===== src/common/agc_cfg.svh =====
// offsets, field positions, reset values and timing counts of the config bank
`ifndef AGC_CFG_SVH
`define AGC_CFG_SVH

// ----------------------------------------------------------------------
// register offsets (7-bit SPI address space)
// ----------------------------------------------------------------------
`define AGC_OFS_FILT 7'h12
`define AGC_OFS_SARPIN 7'h13
`define AGC_OFS_FMT 7'h14
`define AGC_OFS_REFMTR 7'h15
`define AGC_OFS_SARDIAG 7'h16
`define AGC_NUM_REGS 5

// ----------------------------------------------------------------------
// reset values
// ----------------------------------------------------------------------
`define AGC_RST_FILT 8'h09
`define AGC_RST_SARPIN 8'h80
`define AGC_RST_FMT 8'h20
`define AGC_RST_REFMTR 8'h00
`define AGC_RST_SARDIAG 8'h00

// ----------------------------------------------------------------------
// field positions
// ----------------------------------------------------------------------
`define AGC_FILT_SINC5_BIT 6
`define AGC_FILT_SARRB_BIT 5
`define AGC_FILT_SDODRV_HI 4
`define AGC_FILT_SDODRV_LO 3
`define AGC_FILT_LANEDRV_HI 2
`define AGC_FILT_LANEDRV_LO 1
`define AGC_FILT_SYNC_BIT 0
`define AGC_SARPIN_DGL_HI 7
`define AGC_SARPIN_DGL_LO 6
`define AGC_SARPIN_ADCRB_BIT 4
`define AGC_SARPIN_CKBYP_BIT 0
`define AGC_FMT_LANE_HI 7
`define AGC_FMT_LANE_LO 6
`define AGC_FMT_CRC_BIT 5
`define AGC_FMT_DIV_HI 3
`define AGC_FMT_DIV_LO 1
`define AGC_REF_HI 7
`define AGC_REF_LO 6
`define AGC_MTR_HI 5
`define AGC_MTR_LO 2
`define AGC_SARMUX_HI 7
`define AGC_SARMUX_LO 3

// ----------------------------------------------------------------------
// codes
// ----------------------------------------------------------------------
`define AGC_DGL_NONE 2'h3
`define AGC_LANES_4 3'h4
`define AGC_LANES_2 3'h2
`define AGC_LANES_1 3'h1

// ----------------------------------------------------------------------
// timing: deglitch of 1.5 clock periods, rounded up to whole cycles
// ----------------------------------------------------------------------
`define AGC_CLK_HZ 20000000
`define AGC_DGL_TENTH_PERIODS 15
`define AGC_DGL_CYC ((`AGC_DGL_TENTH_PERIODS + 9) / 10)
`define AGC_MCLK_MIN_KHZ 265

`endif


===== src/common/agc_pkg.sv =====
// types shared by the config bank modules
package agc_pkg;
    typedef enum logic [1:0] {
        AGC_IDLE,
        AGC_CMD,
        AGC_DATA,
        AGC_DONE
    } agc_spi_state_t;
    typedef logic [7:0] agc_byte_t;
endpackage : agc_pkg


===== src/common/agc_div_if.sv =====
// data clock divider control between the bank and its divider
`timescale 1ns/10ps
interface agc_div_if;
    logic [2:0] div_code;
    logic tick;
    modport ctl (output div_code, input tick);
    modport div (input div_code, output tick);
endinterface : agc_div_if


===== src/agc_clk_div.sv =====
// divides the master clock by two to the power of the divider code
`timescale 1ns/10ps
`include "agc_cfg.svh"
module agc_clk_div
    import agc_pkg::*;
(
    input wire logic clk_i,
    input wire logic rst_b_i,
    agc_div_if.div dv
);
    logic [6:0] cnt_reg;
    logic [6:0] cnt_next;
    logic tick_reg;
    logic tick_next;
    logic [6:0] mask;

    always_comb begin
        mask = 7'((8'h01 << dv.div_code) - 8'h01);
        // code 000 gives a tick every cycle
        if ((cnt_reg & mask) == mask) begin
            cnt_next = 7'h00;
            tick_next = 1'b1;
        end else begin
            cnt_next = cnt_reg + 7'h01;
            tick_next = 1'b0;
        end
    end

    always_ff @(posedge clk_i or negedge rst_b_i) begin
        if (!rst_b_i) begin
            cnt_reg <= 7'h00;
            tick_reg <= 1'b0;
        end else begin
            cnt_reg <= cnt_next;
            tick_reg <= tick_next;
        end
    end

    assign dv.tick = tick_reg;
endmodule : agc_clk_div


===== src/agc_regs.sv =====
// general configuration register bank with its SPI port
// ----------------------------------------------------------------------
// Summary of operation
// - filter bit low selects sinc3, high selects sinc5; resets low.
// - SAR readback bit routes SAR result onto serial data out.
// - sync output is software sync bit ANDed with start pin.
// - deglitch code 10 filters conversion start, 11 passes it.
// - ADC readback bit puts conversion results on serial data out.
// - clock check bypass bit forces master clock accepted.
// - lane field selects four, two or one data lanes.
// - header bit selects status header low, CRC header high.
// - data clock is master clock divided by two to field value.
// - reference field picks external, internal, supply or inverted.
// - meter field routes diagnostic source to converter inputs.
// - SAR mux field picks the SAR converter source pair.
// ----------------------------------------------------------------------
`timescale 1ns/10ps
`include "agc_cfg.svh"
module agc_regs
    import agc_pkg::*;
(
    input wire logic clk_i,
    input wire logic rst_b_i,
    input wire logic spi_cs_b_i,
    input wire logic spi_sclk_i,
    input wire logic spi_mosi_i,
    input wire logic start_pin_b_i,
    input wire logic sar_conv_start_pin_i,
    input wire logic mclk_valid_i,
    input wire logic sar_result_bit_i,
    input wire logic adc_result_bit_i,
    output logic serial_data_out_o,
    output logic filter_sinc5_o,
    output logic sar_readback_enable_o,
    output logic adc_readback_enable_o,
    output logic sync_in_b_o,
    output logic conv_start_o,
    output logic clock_ok_o,
    output logic [2:0] active_lanes_o,
    output logic header_crc_o,
    output logic data_clock_tick_o,
    output logic [1:0] serial_out_drive_level_o,
    output logic [1:0] lane_drive_level_o,
    output logic [1:0] ref_sel_o,
    output logic [3:0] meter_source_sel_o,
    output logic [4:0] sar_mux_sel_o
);
    // ------------------------------------------------------------------
    // pin synchronisers
    // ------------------------------------------------------------------
    logic [2:0] cs_s, sck_s, mosi_s, start_s, conv_s, mclk_s;

    always_ff @(posedge clk_i or negedge rst_b_i) begin
        if (!rst_b_i) begin
            cs_s <= 3'h7;
            sck_s <= 3'h0;
            mosi_s <= 3'h0;
            start_s <= 3'h0;
            conv_s <= 3'h0;
            mclk_s <= 3'h0;
        end else begin
            cs_s <= {cs_s[1:0], spi_cs_b_i};
            sck_s <= {sck_s[1:0], spi_sclk_i};
            mosi_s <= {mosi_s[1:0], spi_mosi_i};
            start_s <= {start_s[1:0], start_pin_b_i};
            conv_s <= {conv_s[1:0], sar_conv_start_pin_i};
            mclk_s <= {mclk_s[1:0], mclk_valid_i};
        end
    end

    logic sck_rise, sck_fall;
    assign sck_rise = sck_s[1] & ~sck_s[2];
    assign sck_fall = ~sck_s[1] & sck_s[2];

    // ------------------------------------------------------------------
    // SPI frame and register file
    // ------------------------------------------------------------------
    agc_spi_state_t state_reg, state_next;
    logic [3:0] bit_reg, bit_next;
    agc_byte_t shin_reg, shin_next;
    agc_byte_t shout_reg, shout_next;
    agc_byte_t cmd_reg, cmd_next;
    agc_byte_t regs_reg [`AGC_NUM_REGS];
    agc_byte_t regs_next [`AGC_NUM_REGS];
    agc_byte_t rx_byte;
    logic [6:0] rx_idx7, cmd_idx7;
    logic rx_hit, cmd_hit;

    assign rx_byte = {shin_reg[6:0], mosi_s[1]};
    assign rx_idx7 = rx_byte[6:0] - `AGC_OFS_FILT;
    assign cmd_idx7 = cmd_reg[6:0] - `AGC_OFS_FILT;
    assign rx_hit = rx_byte[6:0] >= `AGC_OFS_FILT
        && rx_byte[6:0] <= `AGC_OFS_SARDIAG;
    assign cmd_hit = cmd_reg[6:0] >= `AGC_OFS_FILT
        && cmd_reg[6:0] <= `AGC_OFS_SARDIAG;

    always_comb begin
        state_next = state_reg;
        bit_next = bit_reg;
        shin_next = shin_reg;
        shout_next = shout_reg;
        cmd_next = cmd_reg;
        regs_next = regs_reg;
        if (cs_s[1]) begin
            state_next = AGC_IDLE;
            bit_next = 4'h0;
        end else begin
            unique case (state_reg)
                AGC_IDLE: begin
                    state_next = AGC_CMD;
                    bit_next = 4'h0;
                end
                AGC_CMD: begin
                    if (sck_rise) begin
                        shin_next = rx_byte;
                        bit_next = bit_reg + 4'h1;
                        if (bit_reg == 4'h7) begin
                            cmd_next = rx_byte;
                            state_next = AGC_DATA;
                            // unmapped reads answer zero
                            shout_next = rx_hit
                                ? regs_reg[rx_idx7[2:0]] : 8'h00;
                        end
                    end
                end
                AGC_DATA: begin
                    if (sck_rise) begin
                        shin_next = rx_byte;
                        bit_next = bit_reg + 4'h1;
                        if (bit_reg == 4'hF) begin
                            state_next = AGC_DONE;
                            // whole byte kept, reserved bits too
                            if (!cmd_reg[7] && cmd_hit) begin
                                regs_next[cmd_idx7[2:0]] = rx_byte;
                            end
                        end
                    end
                    if (sck_fall && bit_reg != 4'h8) begin
                        shout_next = {shout_reg[6:0], 1'b0};
                    end
                end
                AGC_DONE: begin
                    state_next = AGC_DONE;
                end
            endcase
        end
    end

    always_ff @(posedge clk_i or negedge rst_b_i) begin
        if (!rst_b_i) begin
            state_reg <= AGC_IDLE;
            bit_reg <= 4'h0;
            shin_reg <= 8'h00;
            shout_reg <= 8'h00;
            cmd_reg <= 8'h00;
            regs_reg[0] <= `AGC_RST_FILT;
            regs_reg[1] <= `AGC_RST_SARPIN;
            regs_reg[2] <= `AGC_RST_FMT;
            regs_reg[3] <= `AGC_RST_REFMTR;
            regs_reg[4] <= `AGC_RST_SARDIAG;
        end else begin
            state_reg <= state_next;
            bit_reg <= bit_next;
            shin_reg <= shin_next;
            shout_reg <= shout_next;
            cmd_reg <= cmd_next;
            regs_reg <= regs_next;
        end
    end

    // ------------------------------------------------------------------
    // conversion start deglitch
    // ------------------------------------------------------------------
    logic [1:0] dgl_code;
    logic [1:0] dcnt_reg, dcnt_next;
    logic conv_reg, conv_next;
    assign dgl_code = regs_reg[1][`AGC_SARPIN_DGL_HI:`AGC_SARPIN_DGL_LO];

    always_comb begin
        dcnt_next = 2'h0;
        conv_next = conv_reg;
        // reserved codes behave like the filtered setting
        if (dgl_code == `AGC_DGL_NONE) begin
            conv_next = conv_s[1];
        end else if (conv_s[1] != conv_reg) begin
            dcnt_next = dcnt_reg + 2'h1;
            if (dcnt_next >= 2'(`AGC_DGL_CYC)) begin
                conv_next = conv_s[1];
                dcnt_next = 2'h0;
            end
        end
    end

    // ------------------------------------------------------------------
    // data clock divider and registered outputs
    // ------------------------------------------------------------------
    agc_div_if div_bus ();
    assign div_bus.div_code = regs_reg[2][`AGC_FMT_DIV_HI:`AGC_FMT_DIV_LO];

    agc_clk_div u_div (
        .clk_i(clk_i),
        .rst_b_i(rst_b_i),
        .dv(div_bus.div)
    );

    logic [1:0] lane_code;
    logic [2:0] lanes_next;
    logic sdo_next;
    assign lane_code = regs_reg[2][`AGC_FMT_LANE_HI:`AGC_FMT_LANE_LO];

    always_comb begin
        unique case (lane_code)
            2'h0: lanes_next = `AGC_LANES_4;
            2'h1: lanes_next = `AGC_LANES_2;
            default: lanes_next = `AGC_LANES_1;
        endcase
        // register readback wins; SAR stream outranks ADC stream
        if (state_reg == AGC_DATA && cmd_reg[7]) begin
            sdo_next = shout_reg[7];
        end else if (cs_s[1]) begin
            sdo_next = 1'b0;
        end else if (regs_reg[0][`AGC_FILT_SARRB_BIT]) begin
            sdo_next = sar_result_bit_i;
        end else if (regs_reg[1][`AGC_SARPIN_ADCRB_BIT]) begin
            sdo_next = adc_result_bit_i;
        end else begin
            sdo_next = 1'b0;
        end
    end

    always_ff @(posedge clk_i or negedge rst_b_i) begin
        if (!rst_b_i) begin
            dcnt_reg <= 2'h0;
            conv_reg <= 1'b0;
            serial_data_out_o <= 1'b0;
            filter_sinc5_o <= 1'b0;
            sar_readback_enable_o <= 1'b0;
            adc_readback_enable_o <= 1'b0;
            sync_in_b_o <= 1'b0;
            conv_start_o <= 1'b0;
            clock_ok_o <= 1'b0;
            active_lanes_o <= `AGC_LANES_4;
            header_crc_o <= 1'b1;
            data_clock_tick_o <= 1'b0;
            serial_out_drive_level_o <= 2'h1;
            lane_drive_level_o <= 2'h0;
            ref_sel_o <= 2'h0;
            meter_source_sel_o <= 4'h0;
            sar_mux_sel_o <= 5'h00;
        end else begin
            dcnt_reg <= dcnt_next;
            conv_reg <= conv_next;
            serial_data_out_o <= sdo_next;
            filter_sinc5_o <= regs_reg[0][`AGC_FILT_SINC5_BIT];
            sar_readback_enable_o <= regs_reg[0][`AGC_FILT_SARRB_BIT];
            adc_readback_enable_o <= regs_reg[1][`AGC_SARPIN_ADCRB_BIT];
            sync_in_b_o <= regs_reg[0][`AGC_FILT_SYNC_BIT]
                & start_s[1];
            conv_start_o <= conv_reg;
            // needed below 265 kHz where the qualifier cannot lock
            clock_ok_o <= regs_reg[1][`AGC_SARPIN_CKBYP_BIT]
                | mclk_s[1];
            active_lanes_o <= lanes_next;
            header_crc_o <= regs_reg[2][`AGC_FMT_CRC_BIT];
            data_clock_tick_o <= div_bus.tick;
            serial_out_drive_level_o <=
                regs_reg[0][`AGC_FILT_SDODRV_HI:`AGC_FILT_SDODRV_LO];
            lane_drive_level_o <=
                regs_reg[0][`AGC_FILT_LANEDRV_HI:`AGC_FILT_LANEDRV_LO];
            ref_sel_o <= regs_reg[3][`AGC_REF_HI:`AGC_REF_LO];
            meter_source_sel_o <=
                regs_reg[3][`AGC_MTR_HI:`AGC_MTR_LO];
            // raw code: downstream mux owns the one-source-per-code map
            sar_mux_sel_o <=
                regs_reg[4][`AGC_SARMUX_HI:`AGC_SARMUX_LO];
        end
    end
endmodule : agc_regs


===== config.mk =====
export PLATFORM = sky130hd
export DESIGN_NAME = agc_regs
export DESIGN_NICKNAME = d
export VERILOG_FILES = /design/src/common/agc_pkg.sv /design/src/common/agc_div_if.sv /design/src/agc_clk_div.sv /design/src/agc_regs.sv
export VERILOG_INCLUDE_DIRS = /design/src /design/src/common
export SDC_FILE = /design/constraint.sdc
export NUM_CORES = 1
export LEC_CHECK = 0
export BUFFER_PORTS_ARGS = -buffer_cell sky130_fd_sc_hd__buf_4
export CORE_MARGIN = 8
export CORE_UTILIZATION = 45
export DETAILED_ROUTE_END_ITERATION = 7
export PLACE_DENSITY = 0.73
export SLEW_MARGIN = 25
export SYNTH_ARGS = -nofsm -noshare
export SYNTH_HDL_FRONTEND = slang
export SYNTH_SLANG_ARGS = --single-unit

===== constraint.sdc =====
create_clock -name clk_i -period 2.35 [get_ports clk_i]
set_input_delay 0.47 -clock clk_i [delete_from_list [all_inputs] [get_ports clk_i]]
set_output_delay 0.47 -clock clk_i [all_outputs]
set_load 0.02 [all_outputs]

Word-level counts from Yosys, hierarchy flattened
Cells that the tools add are included.
{"block": "totals", "reg_bits": 120, "latch_bits": 0, "ramBits": 0, "rom_bits": 0, "in_bits": 10, "wordCells": 132, "memories": 0}
{"block": "classes", "add_sub_neg": 6, "mul": 0, "div": 0, "order_cmp": 8, "n_eq_ne": 18, "shifts": 1, "muxes": 33, "bitwise_logic": 10, "n_reduce_logical": 21}
{"operator": "8-bit two-way mux", "count": 7}
{"operator": "40-bit bitwise mux", "count": 1}
{"operator": "8-bit binary-select mux with 3-bit select", "count": 1}
{"operator": "8-bit demux with 3-bit select", "count": 1}
{"operator": "2-bit two-way mux", "count": 8}
{"operator": "8-bit case mux with 2 select lines", "count": 1}
{"operator": "7-bit by 5-bit greater-or-equal comparator with 1-bit output (second input constant)", "count": 2}
{"operator": "7-bit by 5-bit <= comparator with 1-bit output (second input constant)", "count": 2}
{"operator": "3-bit != test (second input constant)", "count": 4}
{"operator": "5-bit AND reduction", "count": 2}
{"operator": "4-bit greater-or-equal comparator (second input constant)", "count": 2}
{"operator": "1-bit two-way mux", "count": 8}
{"operator": "4-bit two-way mux", "count": 2}
{"operator": "3-bit NOT with 4-bit output", "count": 2}
{"operator": "2-bit case mux with 4 select lines", "count": 1}
{"operator": "4-bit case mux with 2 select lines", "count": 1}
{"operator": "4-bit AND reduction", "count": 2}
{"operator": "7-bit by 1-bit adder with 7-bit output (second input constant)", "count": 1}
{"operator": "7-bit bitwise AND", "count": 1}
{"operator": "7-bit == test", "count": 1}
{"operator": "7-bit two-way mux", "count": 1}
{"operator": "1-bit by 3-bit left shift with 7-bit output (first input constant)", "count": 1}
{"operator": "7-bit by 1-bit subtractor with 7-bit output (second input constant)", "count": 1}
{"operator": "2-bit == test (second input constant)", "count": 3}
{"operator": "other kinds (24)", "count": 41}

Longest topological paths before layout
{"block": "logic_depth", "word_depth": 9, "ltp_mapped": 9, "ltp_nobuf": 6}

By module
A second synthesis with hierarchy kept.
{"block": "unflattened", "cells_unflattened": 352, "hier_area_um2": 5004.8}
{"module": "agc_regs", "n_inst": 1, "cells_per_inst": 311, "area_per_inst_um2": 4570.6}
{"module": "agc_clk_div", "n_inst": 1, "cells_per_inst": 41, "area_per_inst_um2": 434.2}

Worst setup path after synthesis
OpenSTA, ideal clock, no wires.
{"block": "synth_path", "path_kind": "register -> register", "from": "register cs_s[1]", "to": "register regs_reg (netlist bit div_bus.div_code[0])", "setup_ps": 125, "t_arrival_ps": 2373, "slack_ps": -148, "stages_incl_launch_ff": 6, "period_less_slack_ps": 2498, "cell_sequence": "dfstp_2 -> or4b_1 -> or4_1 -> buf_2 -> nor4b_4 -> mux2_2"}
{"block": "synth_between", "elab_chain_cells": 2}
{"item": "start, declared", "line_no": "agc_regs.sv:51", "source": "logic [2:0] cs_s, sck_s, mosi_s, start_s, conv_s, mclk_s;"}
{"item": "start signal, assigned", "line_no": "agc_regs.sv:62", "source": "cs_s <= {cs_s[1:0], spi_cs_b_i};"}
{"item": "1-bit NOT (no source line)"}
{"item": "5-bit AND reduction (no source line)"}
{"item": "end signal, assigned", "line_no": "agc_regs.sv:167", "source": "regs_reg <= regs_next;"}
{"item": "end, declared", "line_no": "agc_regs.sv:83", "source": "agc_byte_t regs_reg [`AGC_NUM_REGS];"}
No other way between the ends.
A chain may end at the register's enable or synchronous reset.

Worst setup path after layout
{"block": "layout_path", "from": "register cmd_reg[6]", "to": "register regs_reg (netlist bit lane_code[0])"}
{"block": "layout_between", "elab_chain_cells": 4, "word_cells_on_any_way": 5, "cone_classes": "order compare: 2; reduce/logical: 3"}
{"item": "start, declared", "line_no": "agc_regs.sv:82", "source": "agc_byte_t cmd_reg, cmd_next;"}
{"item": "start signal, assigned", "line_no": "agc_regs.sv:166", "source": "cmd_reg <= cmd_next;"}
{"item": "7-bit by 5-bit greater-or-equal comparator with 1-bit output (no source line) / 7-bit by 5-bit <= comparator with 1-bit output (equally long branches)"}
{"item": "1-bit logical AND (no source line) *"}
{"item": "1-bit logical AND *", "line_no": "agc_regs.sv:133", "source": "if (!cmd_reg[7] && cmd_hit) begin"}
{"item": "5-bit AND reduction (no source line) *"}
Mark *: on every way between the ends. The rest lies on a longest branch, timed or not.

==> run summary <==
status -> finished clean
Seq/Total Area, Yosys -> 0.613
CP Max Fanout -> 8
core box area -> 0.0107 mm^2
Area growth syn-to-layout -> 25.5%
GRT Util Overall -> 0.152
CTS tree -> done
first-pass GRT wire length -> 17.1 mm
port bufs -> 36
GR Overflow Total -> 0
CP Cell Sequence -> or4b_4 -> or4_4 -> nor4b_4 -> buf_12 -> mux2_4
Synth Instances -> 358
Iter 0 DRT Violations -> 264
Setup-failing EPs final -> 0
ys async rst share -> 1.00
Yosys cell types -> 53
largest net degree at the start of global routing -> 47
vias per inst -> 5.29
Sink Count -> 120
Fmax -> 426 MHz
top_reg_cell synth -> dfrtp_1
RSZ-0062 raised after global routing -> true
Crit Path Category -> reg2reg
Crit path max-delay family -> simple AND/OR/NAND/NOR gates
Residual DRC -> 0
Place WS -> -0.0810 ns
Routed WL per cell -> 17.6 um
die height -> 121 um
antenna violations before repair -> 0
Routed Antenna Nets -> 0
worst r2r path cells -> 5
Most Crowded Layer GR -> met2
Post-DP HPWL -> 6.68 mm
Hold WC Path Type -> in2reg
Max Cap Viol -> 0
reg2reg start -> cmd_reg[6]$_DFFE_PN0P_
clock root buffer -> clkbuf_8
met2 Resource Use GR -> 0.235
Power Dens Cells -> 874 mW/mm^2
VDD IR-drop max -> 0.462 mV
starting density of the core -> 0.458
Seq cells post-synth -> 120
Global Route met1 Usage -> 0.194
layout cell share with drive strength beyond 1 -> 0.405
CP startpoint -> cmd_reg[6]$_DFFE_PN0P_
total vias in the final route -> 3079
syn avg cell area -> 13.7 um^2
net count of the mapped netlist -> 377
Final WS setup -> 0.00195 ns
Synth warnings -> 0
Hold Crit Depth -> 1
Worst Skew -> 0.00467 ns
setup tns final -> 0 ns
Synth top area share -> 0.565
critical path depth -> 5
register clock-pin slew on the reported worst setup and hold paths -> 0.06 ns
GPL Wtd Cong -> 0.795
Slowest cell on crit path -> or4b_4
die area -> 0.0145 mm^2
final max-slew violation count -> 0
Syn Std Cell Area -> 0.00492 mm^2
ANT cells -> 0
Final period util -> 0.999
CTS Buf Count -> 17
# IOs -> 37
Compound-Gate Fraction of Synth Area -> 0.0651
H-tree levels -> 4
Final min period -> 2.35 ns
synth top area cells -> dfrtp_1 56%, mux2_2 14%, dfstp_2 4.8%
vias in the first global route -> 3317
EDFF count, synth -> 0
top-count cell post-synth -> dfrtp_1
Layout Nets -> 448
M3 GR Usage -> 0.0471
DRT Pass-1 Iters -> 4
commonest cells in the netlist -> 111 x dfrtp_1, 60 x mux2_2, 20 x a21oi_1, 19 x nand2_1, 14 x nor2_1
worst stage delay on the critical path -> 0.54 ns
# rows -> 38
endpoint class of the critical path -> register
max FFs per register -> 33
Synth Area in Simple Gates -> 0.0947
Synth Area in XOR/XNOR -> 0.0107
worst hold path startpoint -> start_pin_b_i
required time of the critical path -> 2.76 ns
Leak -> 2.91 nW
Crit path buffers/inverters -> 1
slew at the pin closest to its max-slew limit -> 0.631 ns
max_slew headroom -> 0.579
Arrival @ worst endpoint -> 2.75 ns
Skew-Pair Late Insertion Delay -> 0.52 ns
startpoint types -> register
die width -> 121 um
multiplexer share of the synthesized area -> 0.174
final hold violation count -> 0
largest area contributor in the netlist -> dfrtp_1
largest family of logic cells by synthesized area -> multiplexers
Longest Clk Path Bufs -> 2
Detailed Route WL -> 10.2 mm
Post-Synth Adder-Cell Area -> 0.0229
[layout make-up]
cell class                      count  area (um^2)
Fill cell                         867         4570
Sequential cell                   120         3010
Multi-Input combinational cell    214         1870
Timing Repair Buffer               65          528
Clock buffer                       19          422
Tap cell                          140          175
Clock inverter                     13          123
Inverter                           11         41.3
[metrics by stage]
stage | hold WS (ns) | instance area [um^2] | util | total power, mW | std cells
2_1_floorplan | 0.174 | 4950 | - | 2.75 | 358
3_3_place_gp | 0.333 | 5580 | 0.519 | 3.03 | 548
6_report | 0.0510 | 6170 | 0.575 | 5.39 | 582
3_5_place_dp | 0.337 | 5580 | 0.519 | 3.06 | 548
4_1_cts | 0.0244 | 6140 | 0.571 | 5.44 | 581
5_1_grt | 0.0277 | 6170 | 0.575 | 5.63 | 582
[power breakdown]
group / switching (mW) / internal [mW] / leakage, nW
clock network: 0.948 / 1.41 / 0.267
logic: 0.445 / 0.323 / 1.06
registers: 0.119 / 2.15 / 1.59
total: 1.51 / 3.88 / 2.91
[worst paths after layout]
kind                       slack, ns                          end
min in group asynchronous       0.50   sar_mux_sel_o[1]$_DFF_PN0_
max in group asynchronous       1.16  active_lanes_o[2]$_DFF_PN1_
hold / removal                  0.05         start_s[0]$_DFF_PN0_
hold reg to reg                 0.35  data_clock_tick_o$_DFF_PN0_
setup reg to reg               0.002     lane_code[0]$_DFFE_PN0P_
setup / recovery               0.002     lane_code[0]$_DFFE_PN0P_
[what timing repair did]
action                                  CTS  global route
resized for setup                         2             7
hold buffers                              1             0
cloned                                    0             0
hold endpoints to repair                 37             0
buffers inserted                          0             1
endpoints found under the setup margin   22            15
[cell families after synthesis]
kind of cell,after synthesis
AO/OA/AOI/OAI,52
XOR/XNOR,6
adder cells (fa/ha/maj),9
buffers and inverters,24
flip-flops,120
multiplexers,69
other,1
AND/OR/NAND/NOR,77
[layer usage]
layer	share of wire	vias to the layer above
met5	0	-
met4	0.017	0
met3	0.046	11
met2	0.49	68
met1	0.45	1575
li1	-	1425
[placed cells by master, fill, tap and decap left out, types with 10 or more instances in the layout]
cell / count
dfrtp_1: 111
buf_4: 61
a21oi_1: 20
inv_1: 11
clkbuf_16: 16
mux2_2: 46
nand2_1: 19
mux2_4: 14
nor2b_1: 10
nor2_1: 14
(Power assumes the default switching activity.)
